===== config.mk =====
export PLATFORM = sky130hd
export DESIGN_NAME = dual_dac_channel_control
export DESIGN_NICKNAME = d
export VERILOG_FILES = /design/src/rtl/dual_dac_channel_control.v /design/src/rtl/wave_source.v /design/src/rtl/edge_pick.v
export VERILOG_INCLUDE_DIRS = /design/src /design/src/rtl
export SDC_FILE = /design/constraint.sdc
export NUM_CORES = 1
export LEC_CHECK = 0
export BUFFER_PORTS_ARGS = -buffer_cell sky130_fd_sc_hd__buf_4
export CAP_MARGIN = 30
export CORE_ASPECT_RATIO = 0.8
export CORE_MARGIN = 1
export CORE_UTILIZATION = 54
export CTS_CLUSTER_DIAMETER = 80
export DETAILED_ROUTE_END_ITERATION = 16
export GPL_TIMING_DRIVEN = 0
export PLACE_DENSITY = 0.77
export SYNTH_ARGS = -nofsm -noshare
export SYNTH_HDL_FRONTEND = slang
export SYNTH_HIERARCHICAL = 1
export SYNTH_SLANG_ARGS = --single-unit

===== constraint.sdc =====
create_clock -name ref_clk_in -period 3 [get_ports ref_clk_in]
set_input_delay 0.3 -clock ref_clk_in [delete_from_list [all_inputs] [get_ports ref_clk_in]]
set_output_delay 0.3 -clock ref_clk_in [all_outputs]
set_load 0.005 [all_outputs]

===== src/rtl/dac_ctl_consts.vh =====
// constants for the dual converter channel control block
// assumes inclusion by bare name from rtl/ design files
`ifndef DAC_CTL_CONSTS_VH
`define DAC_CTL_CONSTS_VH

// ==========================================================
// register offsets (byte addresses, word registers)
`define CTL_OFS 8'h00
`define SWTRIG_OFS 8'h04
`define HOLD0_OFS 8'h08
`define HOLD1_OFS 8'h0c
`define OUTV0_OFS 8'h10
`define OUTV1_OFS 8'h14

// ==========================================================
// control register reset value and layout
`define CTL_RESET 32'h0000_0000
`define CTL_WMASK 32'h1fff_1fff
`define CH1_BASE 16
`define F_ON 0
`define F_BUFOFF 1
`define F_TRIG 2
`define F_SRC 3
`define F_MODE 6
`define F_WIDTH 8
`define F_DMA 12

// ==========================================================
// trigger source codes and wave modes
`define SRC_EXT_LINE 3'h6
`define SRC_SOFT 3'h7
`define MODE_NONE 2'h0
`define MODE_NOISE 2'h1
`define WIDTH_MAX 4'hb
`define SHIFTER_SEED 12'haaa
`define DATA_W 12

`endif


===== src/rtl/dual_dac_channel_control.v =====
// two-channel converter control: register port, triggers, waves, dma
// assumes a single 40 MHz clock, synchronous triggers, word accesses only
// Notes on behaviour
// - control register resets to all zeros
// - bits 0 and 16 enable each channel
// - bits 1 and 17 turn buffer off
// - bits 2 and 18 make transfers await trigger
// - source field ignored without trigger enable
// - codes select timers, external line, software
// - mode 00 none, 01 noise, 1x triangle
// - wave applies only with trigger enabled
// - width is field plus one, capped twelve
// - noise is low n shifter bits
// - triangle peaks at (2<<(n-1))-1
// - bits 12 and 28 enable dma requests
// - output is holding value plus wave
// - hardware triggers act on rising edge
// - no trigger means automatic copy to output
// - dma request only on hardware trigger
//
// Added by the designer: the plain strobed port.
`timescale 1ns/1ps
`include "dac_ctl_consts.vh"

module dual_dac_channel_control (
    input wire ref_clk_in,
    input wire rst_n_in,
    input wire clk_en_in,
    input wire [7:0] addr_in,
    input wire [31:0] wdata_in,
    input wire wr_in,
    input wire rd_in,
    output reg [31:0] rdata_out,
    input wire [5:0] timer_trigger_output_in,
    input wire ext_line_in,
    output wire [1:0] chan_on_out,
    output wire [1:0] buffer_off_out,
    output wire [1:0] dma_req_out,
    output wire [1:0] update_out,
    output wire [11:0] chan0_output_value_out,
    output wire [11:0] chan1_output_value_out
);

    // ======================================================
    // registers
    reg [31:0] ctl_q; // converter_channel_control
    // per-channel registers live in the loop; these collect them
    wire [1:0] soft_w;
    wire [1:0] dma_w;
    wire [1:0] upd_w;
    wire [23:0] hold_w;
    wire [23:0] outv_w;
    wire wr_ctl;
    wire wr_soft;
    wire [1:0] hw_ev;
    wire [1:0] sw_ev;

    assign wr_ctl = wr_in && (addr_in == `CTL_OFS);
    assign wr_soft = wr_in && (addr_in == `SWTRIG_OFS);

    // ======================================================
    // control register; reserved bits stay zero on write
    always @(posedge ref_clk_in or negedge rst_n_in)
    begin
        if (!rst_n_in)
            ctl_q <= `CTL_RESET;
        else if (clk_en_in && wr_ctl)
            ctl_q <= wdata_in & `CTL_WMASK;
    end

    // ======================================================
    // per-channel datapath
    genvar g;
    generate
        for (g = 0; g < 2; g = g + 1)
        begin : chan
            wire [15:0] f;
            wire trig_on;
            wire [2:0] src;
            wire [1:0] mode;
            wire [3:0] width;
            wire step;
            wire [11:0] wave;
            wire [12:0] sum;
            wire wr_hold;
            // each channel owns its registers, so no vector has two writers
            reg soft_q; // software trigger, cleared by hardware
            reg [11:0] hold_q; // channel_holding_value
            reg [11:0] outv_q; // channel_output_value
            reg dma_q;
            reg upd_q;

            assign f = ctl_q[`CH1_BASE*g +: 16];
            assign trig_on = f[`F_TRIG];
            // source zeroed unless trigger enabled
            assign src = trig_on ? f[`F_SRC +: 3] : 3'h0;
            // wave forced off without the trigger
            assign mode = trig_on ? f[`F_MODE +: 2] : `MODE_NONE;
            assign width = (f[`F_WIDTH +: 4] > `WIDTH_MAX) ?
                           `WIDTH_MAX : f[`F_WIDTH +: 4];
            assign wr_hold = wr_in && (addr_in ==
                             (g == 0 ? `HOLD0_OFS : `HOLD1_OFS));

            edge_pick u_pick (
                .ref_clk_in(ref_clk_in),
                .rst_n_in(rst_n_in),
                .clk_en_in(clk_en_in),
                .src_in(src),
                .timer_trigger_output_in(timer_trigger_output_in),
                .ext_line_in(ext_line_in),
                .soft_in(soft_q),
                .hw_event_out(hw_ev[g]),
                .soft_event_out(sw_ev[g])
            );

            assign step = trig_on && f[`F_ON] && (hw_ev[g] || sw_ev[g]);

            wave_source u_wave (
                .ref_clk_in(ref_clk_in),
                .rst_n_in(rst_n_in),
                .clk_en_in(clk_en_in),
                .step_in(step),
                .mode_in(mode),
                .width_in(width),
                .wave_out(wave)
            );

            assign sum = {1'b0, hold_q} + {1'b0, wave};

            // holding, output, software trigger, dma and update pulse
            always @(posedge ref_clk_in or negedge rst_n_in)
            begin
                if (!rst_n_in)
                begin
                    hold_q <= 12'h000;
                    outv_q <= 12'h000;
                    soft_q <= 1'b0;
                    dma_q <= 1'b0;
                    upd_q <= 1'b0;
                end
                else if (clk_en_in)
                begin
                    if (wr_hold)
                        hold_q <= wdata_in[11:0];
                    // a new write beats the hardware clear
                    if (wr_soft && wdata_in[g])
                        soft_q <= 1'b1;
                    else if (sw_ev[g] || !trig_on)
                        soft_q <= 1'b0;
                    upd_q <= 1'b0;
                    // only an enabled channel converts
                    if (f[`F_ON])
                    begin
                        if (!trig_on)
                        begin
                            outv_q <= hold_q;
                            upd_q <= 1'b1;
                        end
                        else if (step)
                        begin
                            outv_q <= sum[11:0];
                            upd_q <= 1'b1;
                        end
                    end
                    // request only on hardware edges
                    dma_q <= f[`F_DMA] && trig_on && f[`F_ON] &&
                             hw_ev[g];
                end
            end

            // per-channel taps onto the shared vectors, one writer per bit
            assign soft_w[g] = soft_q;
            assign dma_w[g] = dma_q;
            assign upd_w[g] = upd_q;
            assign hold_w[12*g +: 12] = hold_q;
            assign outv_w[12*g +: 12] = outv_q;

            assign chan_on_out[g] = f[`F_ON];
            assign buffer_off_out[g] = f[`F_BUFOFF];
        end
    endgenerate

    assign dma_req_out = dma_w;
    assign update_out = upd_w;
    assign chan0_output_value_out = outv_w[11:0];
    assign chan1_output_value_out = outv_w[23:12];

    // ======================================================
    // read port: data in the cycle after the strobe; unmapped read zero
    always @(posedge ref_clk_in or negedge rst_n_in)
    begin
        if (!rst_n_in)
            rdata_out <= 32'h0000_0000;
        else if (clk_en_in)
        begin
            if (rd_in)
            begin
                case (addr_in)
                    `CTL_OFS: rdata_out <= ctl_q;
                    `SWTRIG_OFS: rdata_out <= {30'h0, soft_w};
                    `HOLD0_OFS: rdata_out <= {20'h0, hold_w[11:0]};
                    `HOLD1_OFS: rdata_out <= {20'h0, hold_w[23:12]};
                    `OUTV0_OFS: rdata_out <= {20'h0, outv_w[11:0]};
                    `OUTV1_OFS: rdata_out <= {20'h0, outv_w[23:12]};
                    default: rdata_out <= 32'h0000_0000;
                endcase
            end
            else
                rdata_out <= 32'h0000_0000;
        end
    end
endmodule


===== src/rtl/wave_source.v =====
// one channel's noise or triangle wave generator
// assumes step_in pulses once per conversion event, width already clipped
`timescale 1ns/1ps
`include "dac_ctl_consts.vh"

module wave_source (
    input wire ref_clk_in,
    input wire rst_n_in,
    input wire clk_en_in,
    input wire step_in,
    input wire [1:0] mode_in,
    input wire [3:0] width_in,
    output wire [11:0] wave_out
);

    // ======================================================
    // state
    reg [11:0] shifter_q;
    reg [11:0] tri_q;
    reg tri_down_q;
    wire [11:0] mask;
    wire [11:0] peak;
    wire fb;

    // mask of n low bits; also the triangle peak (2<<(n-1))-1
    assign mask = {12{1'b1}} >> (4'hb - width_in);
    assign peak = mask;
    // taps of a 12-bit maximal sequence
    assign fb = shifter_q[11] ^ shifter_q[5] ^ shifter_q[3] ^ shifter_q[0];

    // ======================================================
    // shifter and triangle counter advance only on a conversion
    always @(posedge ref_clk_in or negedge rst_n_in)
    begin
        if (!rst_n_in)
        begin
            shifter_q <= `SHIFTER_SEED;
            tri_q <= 12'h000;
            tri_down_q <= 1'b0;
        end
        else if (clk_en_in && step_in)
        begin
            shifter_q <= {shifter_q[10:0], fb};
            // narrowing the width mid-ramp restarts from zero
            if (tri_q > peak)
            begin
                tri_q <= 12'h000;
                tri_down_q <= 1'b0;
            end
            else if (!tri_down_q)
            begin
                if (tri_q == peak)
                begin
                    tri_down_q <= 1'b1;
                    tri_q <= tri_q - 12'h001;
                end
                else
                    tri_q <= tri_q + 12'h001;
            end
            else
            begin
                if (tri_q == 12'h000)
                begin
                    tri_down_q <= 1'b0;
                    tri_q <= 12'h001;
                end
                else
                    tri_q <= tri_q - 12'h001;
            end
        end
    end

    // noise keeps only low n bits; mode 1x is triangle
    assign wave_out = (mode_in == `MODE_NONE) ? 12'h000 :
                      (mode_in == `MODE_NOISE) ? (shifter_q & mask) :
                      (tri_q & mask);
endmodule


===== src/rtl/edge_pick.v =====
// trigger source selector with synchronous rising edge detection
// assumes trigger inputs are synchronous to ref_clk_in
`timescale 1ns/1ps
`include "dac_ctl_consts.vh"

module edge_pick (
    input wire ref_clk_in,
    input wire rst_n_in,
    input wire clk_en_in,
    input wire [2:0] src_in,
    input wire [5:0] timer_trigger_output_in,
    input wire ext_line_in,
    input wire soft_in,
    output wire hw_event_out,
    output wire soft_event_out
);

    reg [6:0] prev_q;
    wire [6:0] lines;

    assign lines = {ext_line_in, timer_trigger_output_in};

    // ======================================================
    // previous levels for edge detection
    always @(posedge ref_clk_in or negedge rst_n_in)
    begin
        if (!rst_n_in)
            prev_q <= 7'h00;
        else if (clk_en_in)
            prev_q <= lines;
    end

    // codes 0..5 timers, 6 external line, 7 software
    assign hw_event_out = (src_in != `SRC_SOFT) &&
                          lines[src_in] && !prev_q[src_in];
    assign soft_event_out = (src_in == `SRC_SOFT) && soft_in;
endmodule


Yosys cells after proc, flatten, opt, wreduce, memory -nomap -nowiden --
Index checks and enable logic that the tools add are counted.
Storage, ports and cells: logic and storage cells 156, bits of input ports 52, bits in registers 169, output and inout port bits 64
Cells by class: eq/ne operators 15, shifts and indexed selects 2, add/subtract/negate cells 8, muxes and demuxes 50, bitwise operators 10, $lt $le $gt $ge 6, reduce and logical (&&, ||, !) cells 46
Operators with widths (number):
- two-way mux 12 bit | 16
- case mux 29 bit (6 select lines) | 1
- AND 12 bit | 4
- two-way mux 32 bit | 1
- logical AND 1 bit | 25
- adder 12 x 1 -> 12 bit, second input constant | 2
- adder 12 bit | 2
- == test 12 bit | 2
- greater-than comparator 12 bit | 2
- logical NOT 12 bit | 2
- right shift 12 x 4 -> 12 bit, first input constant | 2
- subtractor 12 x 1 -> 12 bit, second input constant | 2
- two-way mux 1 bit | 22
- == test 8 x 4 -> 1 bit, second input constant | 2
- == test 8 x 5 -> 1 bit, second input constant | 2
- binary-select mux 1 bit (select 3 bit) | 4
- == test 8 x 3 -> 1 bit, second input constant | 1
- greater-than comparator 4 bit, second input constant | 2
- logical NOT 8 bit | 1
- < comparator 3 x 4 -> 1 bit, second input constant | 2
- two-way mux 4 bit | 2
- AND reduction 2 bit | 4
- subtractor 4 bit, first input constant | 2
- == test 3 bit, second input constant | 2
- other kinds (11) | 30

Logic depth before layout (Yosys ltp) --
depth in word-level cells 10, depth in mapped cells 15, mapped depth without buffers 13

Cells and area by module --
Netlist, hierarchy kept.
By module, submodules not included:
- dual_dac_channel_control | area an instance 5889.4 µm², times used 1, cells each 547, sequential area each 2652.5 µm²
- wave_source (chan[1].u_wave) | area an instance 2010.7 µm², times used 1, cells each 207, sequential area each 633.1 µm²
- wave_source (chan[0].u_wave) | area an instance 1926.8 µm², times used 1, cells each 209, sequential area each 633.1 µm²
- edge_pick | area an instance 359.1 µm², times used 2, cells each 29, sequential area each 175.2 µm²

Worst setup path after synthesis --
OpenSTA, ideal clock, no wires.
path kind flip-flop to flip-flop, from register ctl_q[27], to register chan[1].u_wave.tri_q[7], cell stages (with the launch flop) 13, required time 2862 ps, path slack -254 ps, library setup time 138 ps, period minus slack after synthesis 3254 ps, buffers on the path 0, arrival time 3115 ps, cell sequence dfrtp_1 nor2b_1 inv_1 ha_1 o21bai_1 o21bai_1 ha_1 nand4_1 o31ai_4 nand3_2 o32a_1 nand4_1 o311ai_2
Between the ends: cells in the longest elaborated chain, start to end 8, elaborated cells on any way between the ends 9, those cells by class add/sub: 1; order compare: 2; eq/ne: 1; shift: 1; mux: 4
Ends and longest elaborated chain:
- start: declaration | line dual_dac_channel_control.v:46 | reg [31:0] ctl_q;
- start signal: assignment | line dual_dac_channel_control.v:66 | ctl_q <= `CTL_RESET;
- start signal: assignment | line dual_dac_channel_control.v:68 | ctl_q <= wdata_in & `CTL_WMASK;
- greater-than comparator 4 bit (no line) *
- two-way mux 4 bit * | line dual_dac_channel_control.v:99 | assign width = (f[`F_WIDTH +: 4] > `WIDTH_MAX) ?
- net chan[1].width[2] | line dual_dac_channel_control.v:81 | wire [3:0] width;
- subtractor 4 bit * | line wave_source.v:26 | assign mask = {12{1'b1}} >> (4'hb - width_in);
- right shift 12 x 4 -> 12 bit * | line wave_source.v:26
- branches (longest 3 deep; another with greater-than comparator 12 bit)
- two-way mux 12 bit * | line wave_source.v:45 | if (tri_q > peak)
- end signal: assignment | line wave_source.v:55 | tri_q <= tri_q - 12'h001;
- end signal: assignment | line wave_source.v:58 | tri_q <= tri_q + 12'h001;
- end signal: assignment | line wave_source.v:68 | tri_q <= tri_q - 12'h001;
- end: declaration | line wave_source.v:19 | reg [11:0] tri_q;
Mark *: on every way through the listed nets, which the timed path passes. A chain may end at the register's enable or synchronous reset.

Final worst setup path --
from register ctl_q[11], to register chan[0].u_wave.tri_q[8]
Between the ends: cells in the longest elaborated chain, start to end 8, elaborated cells on any way between the ends 9, those cells by class add/sub: 1; order compare: 2; eq/ne: 1; shift: 1; mux: 4
Ends and longest elaborated chain (line):
- greater-than comparator 4 bit (no line)
- two-way mux 4 bit * | dual_dac_channel_control.v:99
- net chan[0].width[3] | dual_dac_channel_control.v:81
- subtractor 4 bit * | wave_source.v:26
- right shift 12 x 4 -> 12 bit * | wave_source.v:26
- branches (longest 3 deep; another with greater-than comparator 12 bit)
- two-way mux 12 bit * | wave_source.v:45
- end signal: assignment | wave_source.v:55
- end signal: assignment | wave_source.v:58
- end signal: assignment | wave_source.v:68
- end: declaration | wave_source.v:19
Marks and branches as above.

==> qor.csv <==
metric,value,unit
Finished Core Util,71.9,%
GP Congestion,0.904,
Worst Path Buf+Inv,4,
num rows,45,
Mapped Cells,1021,
asr flop ratio synth,100,%
Filler Cells Inserted,1236,
initial antenna violation count,0,
Die Wd,158,µm
fin cells,1483,
max-cap viol count,0,
relative slew slack,48.7,%
nets,1322,
CP top delay family,compound AO/OA/AOI/OAI gates,
Iter 0 DRT Violations,1439,
Cell Count Post-Placement,1387,
"commonest non-fill, non-tap cell in the layout",buf_4,
Worst Setup Path Type,reg2reg,
Tcrit/Tclk final,108,%
largest net degree at the start of global routing,106,
Detailed Place HPWL,21.8,mm
global-route wire length before repair,49.0,mm
mapped cell area,10500,µm²
drt via density,6.63,
reg2reg path depth,12,
initial core utilization,55.4,%
Cells on Worst Hold Path,2,
Hold Path End,ctl_q[23]$_DFFE_PN0P_,
Crit. End Element,register,
vias,9829,
GRT Total Usage,31.9,%
clock slew at reported path FFs,0.08,ns
run status,"complete, but fails checks",
ratio of cells with drive above 1 in the final layout,39.3,%
"flops & latches, synth",170,
top post-synthesis cells by area,"dfrtp_1 37%, mux2_2 6.8%, ha_1 6.6%",
Clock Tree Buf Depth,2,
top-area cell type share of the netlist area,37.5,%
"EDFF count, synth",0,
"Cell Chain, Critical Path","clkbuf_1, ha_4, buf_4, a21o_1, ha_4, nand4_1, buf_4, o31a_1, clkbuf_16, a31oi_1, nand4_1, o311ai_1",
clk_skew,0.0134,ns
post-route DRC violation count,0,
"Hold Vio Cnt, Final",0,
failing checks,negative setup slack,
"commonest non-fill, non-tap cells in the layout","176 x buf_4, 154 x dfrtp_1, 87 x nand2_1",
drt first pass iters,8,
final hold slack,0.0817,ns
Peak VDD IR,0.000304,V
clock tree from TritonCTS,built,
Routed WL,33.7,mm
distinct cell type count after synthesis,76,
WL/cell,22.7,µm
Routed Antenna Nets,0,
Slowest cell on crit path,dfrtp_2,
Critical Path RT,3.34,ns
register area share after synthesis,40.5,%
Die Span Y,127,µm
"Max FO, Critical Path",5,
pre-CTS setup slack,-0.871,ns
Crit path largest cell delay,0.41,ns
Overflow after GRT,0,
worst reg2reg path endpoint,chan[0].u_wave/tri_q[8]$_DFFE_PN0P_,
clk sinks,170,
RR Startpoint,ctl_q[11]$_DFFE_PN0P_,
Crit. path cell count,12,
Final TNS setup,-2.79,ns
clock root buffer,clkbuf_16,
synth-to-layout area growth,29.7,%
Ports,116,
measured slew at the worst slew-check pin,0.765,ns
Synth Area per Inst,10.3,µm²
die footprint,20100,µm²
CP Launch Type,register,
"Slew Viols, Final",0,
setup violators final,24,
core footprint,19000,µm²
Fmax,309,MHz
cts bufs inserted,17,
Final Critical Period,3.24,ns
Hold Path Class,in2reg,
crit path DAT,3.58,ns
vias in the first global route,8882,
Pwr Density,371,nW/µm²
H-tree depth,4,
most common flop cell mapped by yosys,dfrtp_1,
synthesis warning total,6,
ant diodes,0,
Hold Startpoint,wdata_in[23],
leakage,6.03,nW
RSZ-0062 raised after global routing,true,
I/O Buffers,101,
setup ws final,-0.237,ns
r2r setup slk,-0.24,ns
Yosys top cell by area,dfrtp_1,
clk_lat worst skew,0.45,ns
final cells by class:
type	count	area (µm²)	area share [%]
Buffer	60	399	2.92
Clock buffer	17	425	3.11
Clock inverter	15	150	1.10
Inverter	26	100	0.732
Multi-Input combinational cell	768	6640	48.5
Sequential cell	170	4280	31.3
Tap cell	258	323	2.36
Timing Repair Buffer	169	1370	9.99
logic make-up after synthesis:
logic type               count (synthesis)  share of synthesized area [%]
multiplexers                           102                           11.6
AND/OR/NAND/NOR                        326                           16.8
adder cells (fa/ha/maj)                 58                           7.02
other                                    1                         0.0356
XOR/XNOR                                20                           1.66
AO/OA/AOI/OAI                          255                           18.2
buffers and inverters                   89                           4.19
flip-flops                             170                           40.5
metrics by stage:
stage / power, mW / cell area (µm²)
floorplan: 2.61 / 10600
global placement: 2.79 / 11700
detailed placement: 2.81 / 11800
CTS: 5.01 / 13100
global route: 5.20 / 13700
finish: 5.07 / 13700
repair_timing:
| action | in CTS | in global routing |
|---|---|---|
| resized for setup | 108 | 90 |
| hold endpoints to repair | 59 | 0 |
| hold buffers | 1 | 0 |
| endpoints found under the setup margin | 75 | 57 |
| gates cloned | 1 | 1 |
| setup buffers | 43 | 22 |
| pin swaps | 39 | 58 |
metal layers:
metal | wire length [µm] | vias up | track usage (%)
li1 | - | 4205 | -
met1 | 14200 | 4797 | 47.7
met2 | 14100 | 693 | 45.5
met3 | 3830 | 134 | 6.72
met4 | 1530 | 0 | 10.9
met5 | 0 | - | 0
report_power, final:
part           switching, mW  internal [mW]  leakage [nW]
combinational          0.247          0.220          3.56
sequential            0.0524           2.34          2.18
clock                   1.09           1.11         0.285
total                   1.39           3.67          6.03
sequential cells by signal, indices dropped and copies added, names as in the netlist, 12 cells and up:
signal / cells
chan.hold_q: 24
chan.u_pick/prev_q: 14
chan.u_wave/shifter_q: 24
chan.u_wave/tri_q: 24
chan0_output_value_out: 12
chan1_output_value_out: 12
ctl_q: 26
rdata_out: 26
synth_stat cells, types with 4 or more instances:
master and n:
a211oi_1 7, a21boi_0 4, a21o_1 16, a21oi_1 46
a222oi_1 10, a22o_1 31, a22oi_1 34, a31oi_1 8
and2_1 12, and3_1 15, buf_2 8, buf_4 18
buf_6 4, clkbuf_1 31, dfrtp_1 158, dfstp_2 12
ha_1 56, inv_1 24, mux2_2 64, mux2_4 20
mux2i_1 16, nand2_1 93, nand3_1 31, nand3b_1 5
nand4_1 22, nor2_1 62, nor2b_1 22, nor3_1 15
nor3b_1 4, nor4_1 4, o211ai_1 4, o21ai_0 41
o21bai_1 6, o311ai_1 9, o311ai_2 8, o31a_1 4
o31ai_1 4, or3_1 7, or3b_1 6, xnor2_1 10
xor2_1 10
worst max path at each step:
stage | startpoint | to | slack, ns
2_1_floorplan | ctl_q[27]$_DFFE_PN0P_ | chan[1].u_wave/tri_q[7]$_DFFE_PN0P_ | 0.02
3_3_place_gp | ctl_q[18]$_DFFE_PN0P_ | chan1_output_value_out[10]$_DFFE_PN0P_ | -0.80
3_5_place_dp | ctl_q[18]$_DFFE_PN0P_ | chan1_output_value_out[10]$_DFFE_PN0P_ | -0.87
4_1_cts | ctl_q[27]$_DFFE_PN0P_ | chan[1].u_wave/tri_q[7]$_DFFE_PN0P_ | -0.12
5_1_grt | ctl_q[11]$_DFFE_PN0P_ | chan[0].u_wave/tri_q[8]$_DFFE_PN0P_ | -0.28
6_report | ctl_q[11]$_DFFE_PN0P_ | chan[0].u_wave/tri_q[8]$_DFFE_PN0P_ | -0.24
Power figures use the tool's default switching activity.
